$ cat src/design/adcsm_pkg.sv
// Constants and types for the converter status and mode register bank
package adcsm_pkg;
    localparam int ADDR_W = 8;
    localparam int DATA_W = 16;
    localparam int NUM_CH = 8;
    localparam logic [7:0] ADDR_ID = 8'h00;
    localparam logic [7:0] ADDR_STATUS = 8'h01;
    localparam logic [7:0] ADDR_MODE = 8'h02;
    localparam logic [7:0] ADDR_IRQ_STAT = 8'h10;
    localparam logic [7:0] ADDR_IRQ_CLR = 8'h11;
    localparam logic [7:0] ADDR_IRQ_EN = 8'h12;
    // Identification upper byte; value is arbitrary
    localparam logic [7:0] ID_UPPER = 8'h5A;
    // Identification lower byte; value is arbitrary
    localparam logic [7:0] ID_LOWER = 8'h00;
    localparam logic [15:0] STATUS_RST = 16'h0500;
    localparam logic [15:0] MODE_RST = 16'h0510;
    localparam logic [15:0] MODE_WMASK = 16'h3F1F;
    localparam logic [3:0] IRQ_RST = 4'h0;
    localparam int ST_LOCK = 15;
    localparam int ST_RESYNC = 14;
    localparam int ST_MAPCRC = 13;
    localparam int ST_CRCERR = 12;
    localparam int MD_CRC_TYPE = 11;
    localparam int MD_RESET = 10;
    localparam int MD_WLEN_LO = 8;
    localparam int MD_TIMEOUT = 4;
    localparam int MD_SEL_LO = 2;
    localparam int MD_IDLE_FLOAT = 1;
    localparam int MD_PULSE_FMT = 0;
    localparam int MD_IN_CRC_EN = 12;
    localparam int MD_MAP_CRC_EN = 13;
    localparam int IRQ_RESYNC = 0;
    localparam int IRQ_MAPCRC = 1;
    localparam int IRQ_CRCERR = 2;
    localparam int IRQ_TIMEOUT = 3;
    localparam int CLK_HZ = 25000000;
    localparam int PULSE_NS = 160;
    localparam int PULSE_CYC = (PULSE_NS * (CLK_HZ / 1000000) + 999) / 1000;
    localparam int TIMEOUT_US = 1000;
    localparam int TIMEOUT_CYC = TIMEOUT_US * (CLK_HZ / 1000000);
    typedef enum logic [1:0] {
        SRC_LAGGING = 2'b00,
        SRC_ANY = 2'b01,
        SRC_LEADING = 2'b10,
        SRC_LEADING_ALT = 2'b11
    } adcsm_src_e;
endpackage

$ cat src/design/adcsm_regs.sv
// Identification, status and mode register bank of the converter
// Behaviour
// - Identification register at 00h, read-only, fixed identity in upper byte.
// - Status register read-only at 01h, value 0500h after reset.
// - Status bit 15 shows serial interface lock, follows its input even in reset.
// - Status bit 14 sets on every resynchronization, zero after reset.
// - Status bit 13 shows register map checksum changed, resets zero.
// - Status bit 12 shows input checksum error detected, resets zero.
// - Status bit 11 shows checksum type, 0 CCITT, 1 ANSI.
// - Status bit 10 shows a reset occurred, one right after reset.
// - Status bits 9:8 show word length with four encodings.
// - Status bits 7:0 flag new data per channel, reset zero.
// - Mode register read/write at 02h, value 0510h after reset.
// - Every field holds its documented default after reset.
// - Mode word length field selects output word length, default 01b.
// - Mode checksum type bit selects polynomial for link and map.
// - Ready pin source: lagging, OR of enabled, or leading channel.
//
// Added by the designer: the strobed register port.
`timescale 1ns/1ns
module adcsm_regs
    import adcsm_pkg::*;
#(
    parameter int TIMEOUT_CYCLES = TIMEOUT_CYC
) (
    input wire logic clk,
    input wire logic srst,
    input wire logic [ADDR_W-1:0] regAddr,
    input wire logic [DATA_W-1:0] regWrData,
    input wire logic regWr,
    input wire logic regRd,
    output logic [DATA_W-1:0] regRdData,
    input wire logic ifaceLocked,
    input wire logic resyncEvt,
    input wire logic mapCrcChangeEvt,
    input wire logic inCrcErrEvt,
    input wire logic [NUM_CH-1:0] chanNewData,
    input wire logic [NUM_CH-1:0] chanDataTaken,
    input wire logic [NUM_CH-1:0] chanEnable,
    input wire logic linkClk,
    input wire logic linkSelN,
    output logic readyPinOut,
    output logic readyPinOeN,
    output logic [1:0] wordSizeSelect,
    output logic crcAnsiSelect,
    output logic inCrcEnable,
    output logic mapCrcEnable,
    output logic irq
);
    logic [15:0] mode_ff;
    logic [15:0] nxt_mode;
    logic [2:0] flags_ff;
    logic [2:0] nxt_flags;
    logic [NUM_CH-1:0] newData_ff;
    logic [NUM_CH-1:0] nxt_newData;
    logic [3:0] irqStat_ff;
    logic [3:0] nxt_irqStat;
    logic [3:0] irqEn_ff;
    logic [3:0] nxt_irqEn;
    logic [15:0] rdData_ff;
    logic [2:0] linkClkSync_ff;
    logic [1:0] linkSelSync_ff;
    logic [31:0] idleCnt_ff;
    logic [31:0] nxt_idleCnt;
    logic timeoutHit_ff;
    logic [7:0] pulseCnt_ff;
    logic [7:0] nxt_pulseCnt;
    logic readyCond_ff;
    logic readyPinOut_ff;
    logic readyPinOeN_ff;

    wire wrMode = regWr && (regAddr == ADDR_MODE);
    wire wrIrqClr = regWr && (regAddr == ADDR_IRQ_CLR);
    wire wrIrqEn = regWr && (regAddr == ADDR_IRQ_EN);
    wire rdStatus = regRd && (regAddr == ADDR_STATUS);

    // Only documented fields are writable; reserved positions stay zero
    assign nxt_mode = wrMode ? (regWrData & MODE_WMASK) : mode_ff;

    // Sticky event flags clear on a status read; a new event wins
    wire [2:0] flagEvt = {resyncEvt, mapCrcChangeEvt, inCrcErrEvt};
    assign nxt_flags = flagEvt | (rdStatus ? 3'h0 : flags_ff);
    assign nxt_newData = chanNewData | (newData_ff & ~chanDataTaken);

    wire [15:0] statusWord = {ifaceLocked, flags_ff,
        mode_ff[MD_CRC_TYPE], mode_ff[MD_RESET],
        mode_ff[MD_WLEN_LO +: 2], newData_ff};
    wire [15:0] idWord = {ID_UPPER, ID_LOWER};

    // Link clock and select are asynchronous pins: two flops first
    wire linkEdge = linkClkSync_ff[2] ^ linkClkSync_ff[1];
    wire linkActive = ~linkSelSync_ff[1];
    wire timeoutOn = mode_ff[MD_TIMEOUT];
    wire timeoutNow = timeoutOn && linkActive && !linkEdge
        && (idleCnt_ff == 32'(TIMEOUT_CYCLES - 1));
    assign nxt_idleCnt = (!linkActive || linkEdge || !timeoutOn
        || timeoutNow) ? 32'h0 : idleCnt_ff + 32'h1;

    wire [3:0] irqEvt;
    assign irqEvt[IRQ_RESYNC] = resyncEvt;
    assign irqEvt[IRQ_MAPCRC] = mapCrcChangeEvt;
    assign irqEvt[IRQ_CRCERR] = inCrcErrEvt;
    assign irqEvt[IRQ_TIMEOUT] = timeoutHit_ff;
    wire [3:0] irqClrMask = wrIrqClr ? regWrData[3:0] : 4'h0;
    assign nxt_irqStat = irqEvt | (irqStat_ff & ~irqClrMask);
    assign nxt_irqEn = wrIrqEn ? regWrData[3:0] : irqEn_ff;
    assign irq = |(irqStat_ff & irqEn_ff);

    // Ready source over enabled channels only
    wire [NUM_CH-1:0] enReady = newData_ff & chanEnable;
    wire anyEnabled = |chanEnable;
    wire lagReady = anyEnabled && ((enReady | ~chanEnable) == 8'hFF);
    wire [NUM_CH-1:0] firstEn = chanEnable & (~chanEnable + 8'h01);
    wire leadReady = |(firstEn & newData_ff);
    adcsm_src_e srcSel;
    assign srcSel = adcsm_src_e'(mode_ff[MD_SEL_LO +: 2]);
    logic readyCond;
    always_comb begin
        unique case (srcSel)
            SRC_LAGGING: readyCond = lagReady;
            SRC_ANY: readyCond = |enReady;
            SRC_LEADING, SRC_LEADING_ALT: readyCond = leadReady;
        endcase
    end
    wire readyRise = readyCond && !readyCond_ff;
    assign nxt_pulseCnt = readyRise ? 8'(PULSE_CYC)
        : (pulseCnt_ff != 8'h00) ? pulseCnt_ff - 8'h01 : 8'h00;
    wire pulseMode = mode_ff[MD_PULSE_FMT];
    wire pinLow = pulseMode ? (nxt_pulseCnt != 8'h00) : readyCond;
    // Floating idle leaves the pin to the board pull-up
    wire pinOeN = !pinLow && mode_ff[MD_IDLE_FLOAT];

    wire [15:0] rdMux =
        (regAddr == ADDR_ID) ? idWord :
        (regAddr == ADDR_STATUS) ? statusWord :
        (regAddr == ADDR_MODE) ? mode_ff :
        (regAddr == ADDR_IRQ_STAT) ? {12'h000, irqStat_ff} :
        (regAddr == ADDR_IRQ_EN) ? {12'h000, irqEn_ff} : 16'h0000;

    always_ff @(posedge clk) begin
        if (srst) begin
            mode_ff <= MODE_RST;
            flags_ff <= 3'h0;
            newData_ff <= '0;
        end else begin
            mode_ff <= nxt_mode;
            flags_ff <= nxt_flags;
            newData_ff <= nxt_newData;
        end
    end

    always_ff @(posedge clk) begin
        if (srst) begin
            irqStat_ff <= IRQ_RST;
            irqEn_ff <= IRQ_RST;
            rdData_ff <= 16'h0000;
        end else begin
            irqStat_ff <= nxt_irqStat;
            irqEn_ff <= nxt_irqEn;
            rdData_ff <= regRd ? rdMux : 16'h0000;
        end
    end

    always_ff @(posedge clk) begin
        if (srst) begin
            linkClkSync_ff <= 3'h0;
            linkSelSync_ff <= 2'h3;
            idleCnt_ff <= 32'h0;
            timeoutHit_ff <= 1'b0;
        end else begin
            linkClkSync_ff <= {linkClkSync_ff[1:0], linkClk};
            linkSelSync_ff <= {linkSelSync_ff[0], linkSelN};
            idleCnt_ff <= nxt_idleCnt;
            timeoutHit_ff <= timeoutNow;
        end
    end

    always_ff @(posedge clk) begin
        if (srst) begin
            pulseCnt_ff <= 8'h00;
            readyCond_ff <= 1'b0;
            readyPinOut_ff <= 1'b1;
            readyPinOeN_ff <= 1'b0;
        end else begin
            pulseCnt_ff <= nxt_pulseCnt;
            readyCond_ff <= readyCond;
            readyPinOut_ff <= !pinLow;
            readyPinOeN_ff <= pinOeN;
        end
    end

    assign regRdData = rdData_ff;
    assign readyPinOut = readyPinOut_ff;
    assign readyPinOeN = readyPinOeN_ff;
    assign wordSizeSelect = mode_ff[MD_WLEN_LO +: 2];
    assign crcAnsiSelect = mode_ff[MD_CRC_TYPE];
    assign inCrcEnable = mode_ff[MD_IN_CRC_EN];
    assign mapCrcEnable = mode_ff[MD_MAP_CRC_EN];

    // Assertion helpers
    logic pastValid_ff;
    always_ff @(posedge clk) begin
        if (srst) begin
            pastValid_ff <= 1'b0;
        end else begin
            pastValid_ff <= 1'b1;
        end
    end

    property p_id_read;
        @(posedge clk) disable iff (srst)
        regRd && regAddr == ADDR_ID |=> regRdData[15:8] == ID_UPPER;
    endproperty
    a_id_read: assert property (p_id_read)
        else $error("ID upper byte wrong");

    // Lock bit follows its input even in reset, so it is left out
    property p_status_reset;
        @(posedge clk) srst |=> statusWord[14:0] == STATUS_RST[14:0];
    endproperty
    a_status_reset: assert property (p_status_reset)
        else $error("Status not 0500h after reset");

    property p_mode_reset;
        @(posedge clk) srst |=> mode_ff == MODE_RST;
    endproperty
    a_mode_reset: assert property (p_mode_reset)
        else $error("Mode not 0510h after reset");

    property p_lock;
        @(posedge clk) disable iff (srst)
        rdStatus |=> regRdData[ST_LOCK] == $past(ifaceLocked);
    endproperty
    a_lock: assert property (p_lock)
        else $error("Lock bit wrong");

    property p_resync_sticky;
        @(posedge clk) disable iff (srst)
        resyncEvt ##1 !rdStatus |=> flags_ff[2];
    endproperty
    a_resync_sticky: assert property (p_resync_sticky)
        else $error("Resync flag lost");

    property p_newdata;
        @(posedge clk) disable iff (srst)
        chanNewData[0] |=> newData_ff[0];
    endproperty
    a_newdata: assert property (p_newdata)
        else $error("Channel new-data flag lost");

    property p_mirror;
        @(posedge clk) disable iff (srst)
        wrMode |=> statusWord[11:8] == $past(regWrData[11:8]);
    endproperty
    a_mirror: assert property (p_mirror)
        else $error("Status does not mirror mode");

    property p_reserved;
        @(posedge clk) disable iff (srst)
        regRd && regAddr == ADDR_MODE |=>
            regRdData[15:14] == 2'b00 && regRdData[7:5] == 3'b000;
    endproperty
    a_reserved: assert property (p_reserved)
        else $error("Mode reserved bits not zero");

    property p_reset_clear;
        @(posedge clk) disable iff (srst)
        wrMode && !regWrData[MD_RESET] |=> !statusWord[10];
    endproperty
    a_reset_clear: assert property (p_reset_clear)
        else $error("Reset bit not cleared");

    property p_or_source;
        @(posedge clk) disable iff (srst)
        pastValid_ff && srcSel == SRC_ANY && !pulseMode && |enReady
            |=> !readyPinOut;
    endproperty
    a_or_source: assert property (p_or_source)
        else $error("Ready pin not low for OR source");

    // Channel 0, when enabled, is always the leading one
    property p_lead_source;
        @(posedge clk) disable iff (srst)
        mode_ff[MD_SEL_LO + 1] && !pulseMode && chanEnable[0]
            && newData_ff[0] |=> !readyPinOut;
    endproperty
    a_lead_source: assert property (p_lead_source)
        else $error("Ready pin not low for leading source");

    property p_lag_source;
        @(posedge clk) disable iff (srst)
        mode_ff[MD_SEL_LO +: 2] == 2'b00 && !pulseMode
            && (newData_ff & chanEnable) != chanEnable |=> readyPinOut;
    endproperty
    a_lag_source: assert property (p_lag_source)
        else $error("Ready pin low before all enabled channels");

    c_timeout: cover property (@(posedge clk) disable iff (srst)
        timeoutHit_ff);
    c_irq: cover property (@(posedge clk) disable iff (srst) irq);
    c_lagging: cover property (@(posedge clk) disable iff (srst)
        srcSel == SRC_LAGGING && lagReady);
    c_pulse: cover property (@(posedge clk) disable iff (srst)
        pulseMode && readyRise);
endmodule // adcsm_regs

$ cat config.mk
export PLATFORM = sky130hd
export DESIGN_NAME = adcsm_regs
export DESIGN_NICKNAME = d
export VERILOG_FILES = /design/src/design/adcsm_pkg.sv /design/src/design/adcsm_regs.sv
export SDC_FILE = /design/constraint.sdc
export NUM_CORES = 1
export LEC_CHECK = 0
export BUFFER_PORTS_ARGS = -buffer_cell sky130_fd_sc_hd__buf_2
export CORE_MARGIN = 3
export CORE_UTILIZATION = 35
export DETAILED_ROUTE_END_ITERATION = 8
export GPL_TIMING_DRIVEN = 0
export PLACE_DENSITY = 0.6
export SETUP_SLACK_MARGIN = 0.05
export SLEW_MARGIN = 20
export SYNTH_ARGS = -nofsm -noshare
export SYNTH_HDL_FRONTEND = slang
export SYNTH_SLANG_ARGS = --single-unit
export TNS_END_PERCENT = 50
$ cat constraint.sdc
create_clock -name clk -period 3.8 [get_ports clk]
set_clock_uncertainty 0.2 [all_clocks]
set_input_delay 0.38 -clock clk [delete_from_list [all_inputs] [get_ports clk]]
set_output_delay 0.38 -clock clk [all_outputs]
set_load 0.05 [all_outputs]
Word-level counts from Yosys, hierarchy flattened
Index checks and enable logic that the tools add are counted.
{"block": "word_totals", "register_bits": 95, "input_bits": 58}
{"block": "classes", "n_reduce_logical": 29, "mux": 11, "n_bitwise": 16, "add_sub_neg": 3, "n_eq_ne": 10}
{"op": "$add A32 B1 Y32 const B", "n": 1}
{"op": "$and A8 B8 Y8", "n": 4}
{"op": "$eq A32 B15 Y1 const B", "n": 1}
{"op": "$eq A8 B5 Y1 const B", "n": 3}
{"op": "$reduce_or A8 Y1", "n": 3}
{"op": "$mux W16", "n": 1}
{"op": "$mux W8", "n": 2}
{"op": "$not A8 Y8", "n": 2}
{"op": "$or A8 B8 Y8", "n": 2}
{"op": "$reduce_bool A8 Y1", "n": 2}
{"op": "$mux W15", "n": 1}
{"op": "$mux W14", "n": 1}
{"op": "$mux W4", "n": 3}
{"op": "$logic_and A1 B1 Y1", "n": 10}
{"op": "$add A8 B1 Y8 const B", "n": 1}
{"op": "$and A4 B4 Y4", "n": 2}
{"op": "$eq A8 B1 Y1 const B", "n": 1}
{"op": "$eq A8 B2 Y1 const B", "n": 1}
{"op": "$eq A8 B8 Y1 const B", "n": 1}
{"op": "$logic_not A8 Y1", "n": 1}
{"op": "$sub A8 B1 Y8 const B", "n": 1}
{"op": "$reduce_or A2 Y1", "n": 3}
{"op": "$eq A2 B2 Y1 const B", "n": 2}
{"op": "$logic_not A1 Y1", "n": 4}
{"op": "13 further kinds", "n": 16}

Longest topological paths before layout
{"block": "depth", "ltp_word": 12, "mapped_depth": 8, "mapped_depth_nobuf": 7}

Worst setup path after synthesis
Ideal clock, no wire load.
{"block": "synth_path", "kind": "input -> register", "startpoint": "input port regAddr[7]", "endpoint": "register mode_ff[4]", "n_path_buf": 3, "stages": 8, "setup_time_ps": 121, "t_arrival_ps": 1815, "path_slack_ps": 1663, "path_cell_list": "or4_1 buf_2 nor3_4 and3_1 buf_6 buf_12 mux2i_1 nand2_1"}
{"block": "synth_via", "elab_chain_len": 2}
{"element": "start: declaration", "line": "adcsm_regs.sv:28", "rtl": "input wire logic [ADDR_W-1:0] regAddr,"}
{"element": "$eq A8 B2 Y1", "line": "adcsm_regs.sv:72", "rtl": "wire wrMode = regWr && (regAddr == ADDR_MODE);"}
{"element": "$logic_and A1 B1 Y1", "line": "adcsm_regs.sv:72"}
{"element": "end signal: assignment", "line": "adcsm_regs.sv:146", "rtl": "mode_ff <= nxt_mode;"}
{"element": "end: declaration", "line": "adcsm_regs.sv:50", "rtl": "logic [15:0] mode_ff;"}
No other way between the ends.
A chain may end at the register's enable or synchronous reset.

Worst setup path in the final report
{"block": "layout_path", "startpoint": "register idleCnt_ff[0]", "endpoint": "register idleCnt_ff[18]"}
{"block": "layout_via", "elab_chain_len": 4, "word_cells_on_any_way": 5}
{"element": "start: declaration", "line": "adcsm_regs.sv:63", "rtl": "logic [31:0] idleCnt_ff;"}
{"element": "start signal: assignment", "line": "adcsm_regs.sv:173", "rtl": "idleCnt_ff <= nxt_idleCnt;"}
{"element": "branches (longest 4 deep; another with $add A32 B1 Y32)"}
Several ways; the timed one is not identified.

==> qor.txt <==
Row count: 38
Ant. Diodes: 0
Ys async rst share: 0
CP peak stage delay: 0.82 ns
Sink Count: 95
Antenna-violating nets left: 0
Detailed Routing Iterations Pass 1: 5
Core area: 0.0111 sq mm
Main combinational cell family by area after synthesis: simple AND/OR/NAND/NOR gates
Syn_nets: 523
GRT Overall Usage: 0.154
Power Total: 2.32 mW
Max-cap violations: 0
Crit Path Class: flop to flop
# DRC: 0
Crit start category: flop
Tmin final: 2.34 ns
DP Wirelength: 7200 um
Total gr overflow: 0
CP max FO: 8
Die area: 0.0130 sq mm
Period utilization: 0.617
Area Overhead vs Synth: 21.1%
Vias in the first global route: 3451
Actual slew at the worst max-slew pin: 0.859 ns
Post-Syn Instances: 462
Largest delay share family, worst path: simple AND/OR/NAND/NOR gates
Final Setup Violations: 0
WP buf/inv: 0
EDFF count, synth: 0
Post CTS Setup Buffer Count: 0
Clock Tree Buf Depth: 2
Placer congestion estimate: 0.846
Critical R2R Launch: idleCnt_ff[0]
Cell variety after synth: 48
Outcome: complete, no violations
Initial Util: 0.367
Unrepaired setup endpoints after global routing: no
First-pass GRT wire length: 16100 um
Max frequency: 427 MHz
Routed len/inst: 13.8 um
Simple-gate portion of the synthesized area: 0.261
Slowest CP cell: nor4_2
Final TNS setup: 0 ns
Most common cell after layout, fill and taps aside: dfxtp_1
Pin count of the biggest net entering global routing: 17
Synth warn: 0
Worst-skew pair later-pin latency: 0.35 ns
Flip-flop and latch count after synthesis: 95
Worst Path Arrival: 2.36 ns
CTS tree: done
Port Buf Inserts: 76
Synth Area in Compound Gates: 0.0883
Root Buffer: clkbuf_16
Post-CTS sizing: 0
# hold bufs at CTS: 0
Mux cell area share after synthesis: 0.0540
Horiz. Die Dim: 114 um
Post-synthesis adder-cell area fraction: 0.00920
Layout cells sized above 1: 0.193
Primary FF master, synth: dfxtp_1
Final Hold Fails: 0
Number of I/O pins: 82
Placement Setup Slack: 1.43 ns
Static leakage: 1.92 nW
Seq/Total Area, Yosys: 0.466
Initial drt markers: 194
Xor and xnor area share after synthesis: 0.0773
Initial antenna violation count: 0
Final Util: 0.444
Most frequent cells in the layout: dfxtp_1 (95), nor2_1 (86), buf_2 (77)
Worst Hold Class: primary input to flop
Critical-path cell list: ha_1 -> nand3_1 -> nor4_2 -> nand4_1 -> xor2_1 -> nor2_1
Final worst slack: 1.46 ns
Clock slew at reported path FFs: 0.07 ns
Post-synthesis cell area: 0.00408 sq mm
Pwr per Cell Area: 470 mW/mm^2
Worst hold margin: 0.0378 ns
Vias per cell: 4.98
Fin. max-slew vios: 0
Final nets: 610
CTS Buf Count: 9
Worst VDD drop: 0.312 mV
Mean Syn Cell Area: 8.83 sq um
Crit end category: flop
DR vias: 3453
Die height: 114 um
CP startpoint: idleCnt_ff[0]
Drt total wl: 9590 um
WP data required: 3.82 ns
Hold Startpoint: chanNewData[6]
Clock H-tree levels: 3
Slew headroom: 0.422
## worst min-delay path, delay by kind of cell
kind,cells,cell delay (ns)
and+or+nand+nor,1,0.06
buffers and inverters,1,0.07
AOI/OAI and AO/OA,1,0.03
## registers in the layout, indices dropped and copies added (netlist names)
name,cells
idleCnt_ff,32
regRdData,16
mode_ff,11
newData_ff,8
pulseCnt_ff,8
irqEn_ff,4
irqStat_ff,4
flags_ff,3
linkClkSync_ff,3
linkSelSync_ff,2
readyCond_ff,1
readyPinOeN,1
readyPinOut,1
timeoutHit_ff,1
## stage by stage
stage	instance area, sq um	std cells
6_report	4940	694
5_1_grt	4940	694
4_1_cts	4940	694
3_5_place_dp	4640	678
3_3_place_gp	4640	678
2_1_floorplan	4080	462
## layer usage
| layer | track usage | wire length, um | vias up | share of wire |
|---|---|---|---|---|
| met4 | 0.0483 | 134 | 0 | 0.014 |
| met2 | 0.258 | 4340 | 92 | 0.45 |
| met3 | 0.0451 | 669 | 10 | 0.070 |
| met1 | 0.191 | 4440 | 1581 | 0.46 |
| li1 | - | - | 1770 | - |
| met5 | 0 | 0 | - | 0 |
## cells in the mapped netlist, types with 3 or more instances
cell      number  area (sq um)
dfxtp_1       95          1900
xor2_1        26           228
clkbuf_1       7          26.3
a211oi_1       8          60.1
nor2_1        86           323
mux2i_1       22           220
nand3b_1       4          30.0
nand2_1       31           116
o22ai_1        4          25.0
o21ai_0        4          20.0
nor2b_1        8          50.1
xnor2_1       10          87.6
nand3_1       23           115
buf_4          3          22.5
buf_1          3          11.3
ha_1           3          37.5
nor3_1         9          45.0
and2_1         5          31.3
nand4_1       13          81.3
and4_1         4          35.0
o211ai_1       5          37.5
inv_1         22          82.6
and3_1         5          31.3
nor4_1        10          62.6
a22oi_1        5          37.5
a21oi_1       21           105
## final timing paths
check | slack (ns) | cells after the start | endpoint
setup reg to reg | 1.46 | 6 | idleCnt_ff[18]
hold / removal | 0.04 | 3 | newData_ff[6]
hold reg to reg | 0.21 | 1 | linkSelSync_ff[1]
setup / recovery | 1.46 | 6 | idleCnt_ff[18]
## cell families after synthesis
kind of cell | after synthesis
adders and majority gates | 3
AOI/OAI and AO/OA | 55
xor gates and xnor gates | 36
buffers and inverters | 38
DFF | 95
and+or+nand+nor | 213
muxes | 22
## area by class of cell
| class | count | area (sq um) |
|---|---|---|
| fill | 1110 | 6180 |
| multi-input combinational | 329 | 2000 |
| buffer | 16 | 96.3 |
| timing repair buffer | 76 | 380 |
| clock inverter | 5 | 63.8 |
| sequential | 95 | 1900 |
| inverter | 22 | 82.6 |
| clock buffer | 11 | 243 |
| tap | 140 | 175 |
## power by group
group	leakage (nW)	total, mW	internal, mW	switching (mW)
clock network	0.147	0.916	0.534	0.383
logic	0.997	0.314	0.148	0.167
registers	0.772	1.09	1.04	0.0510
Power figures use the tool's default switching activity.
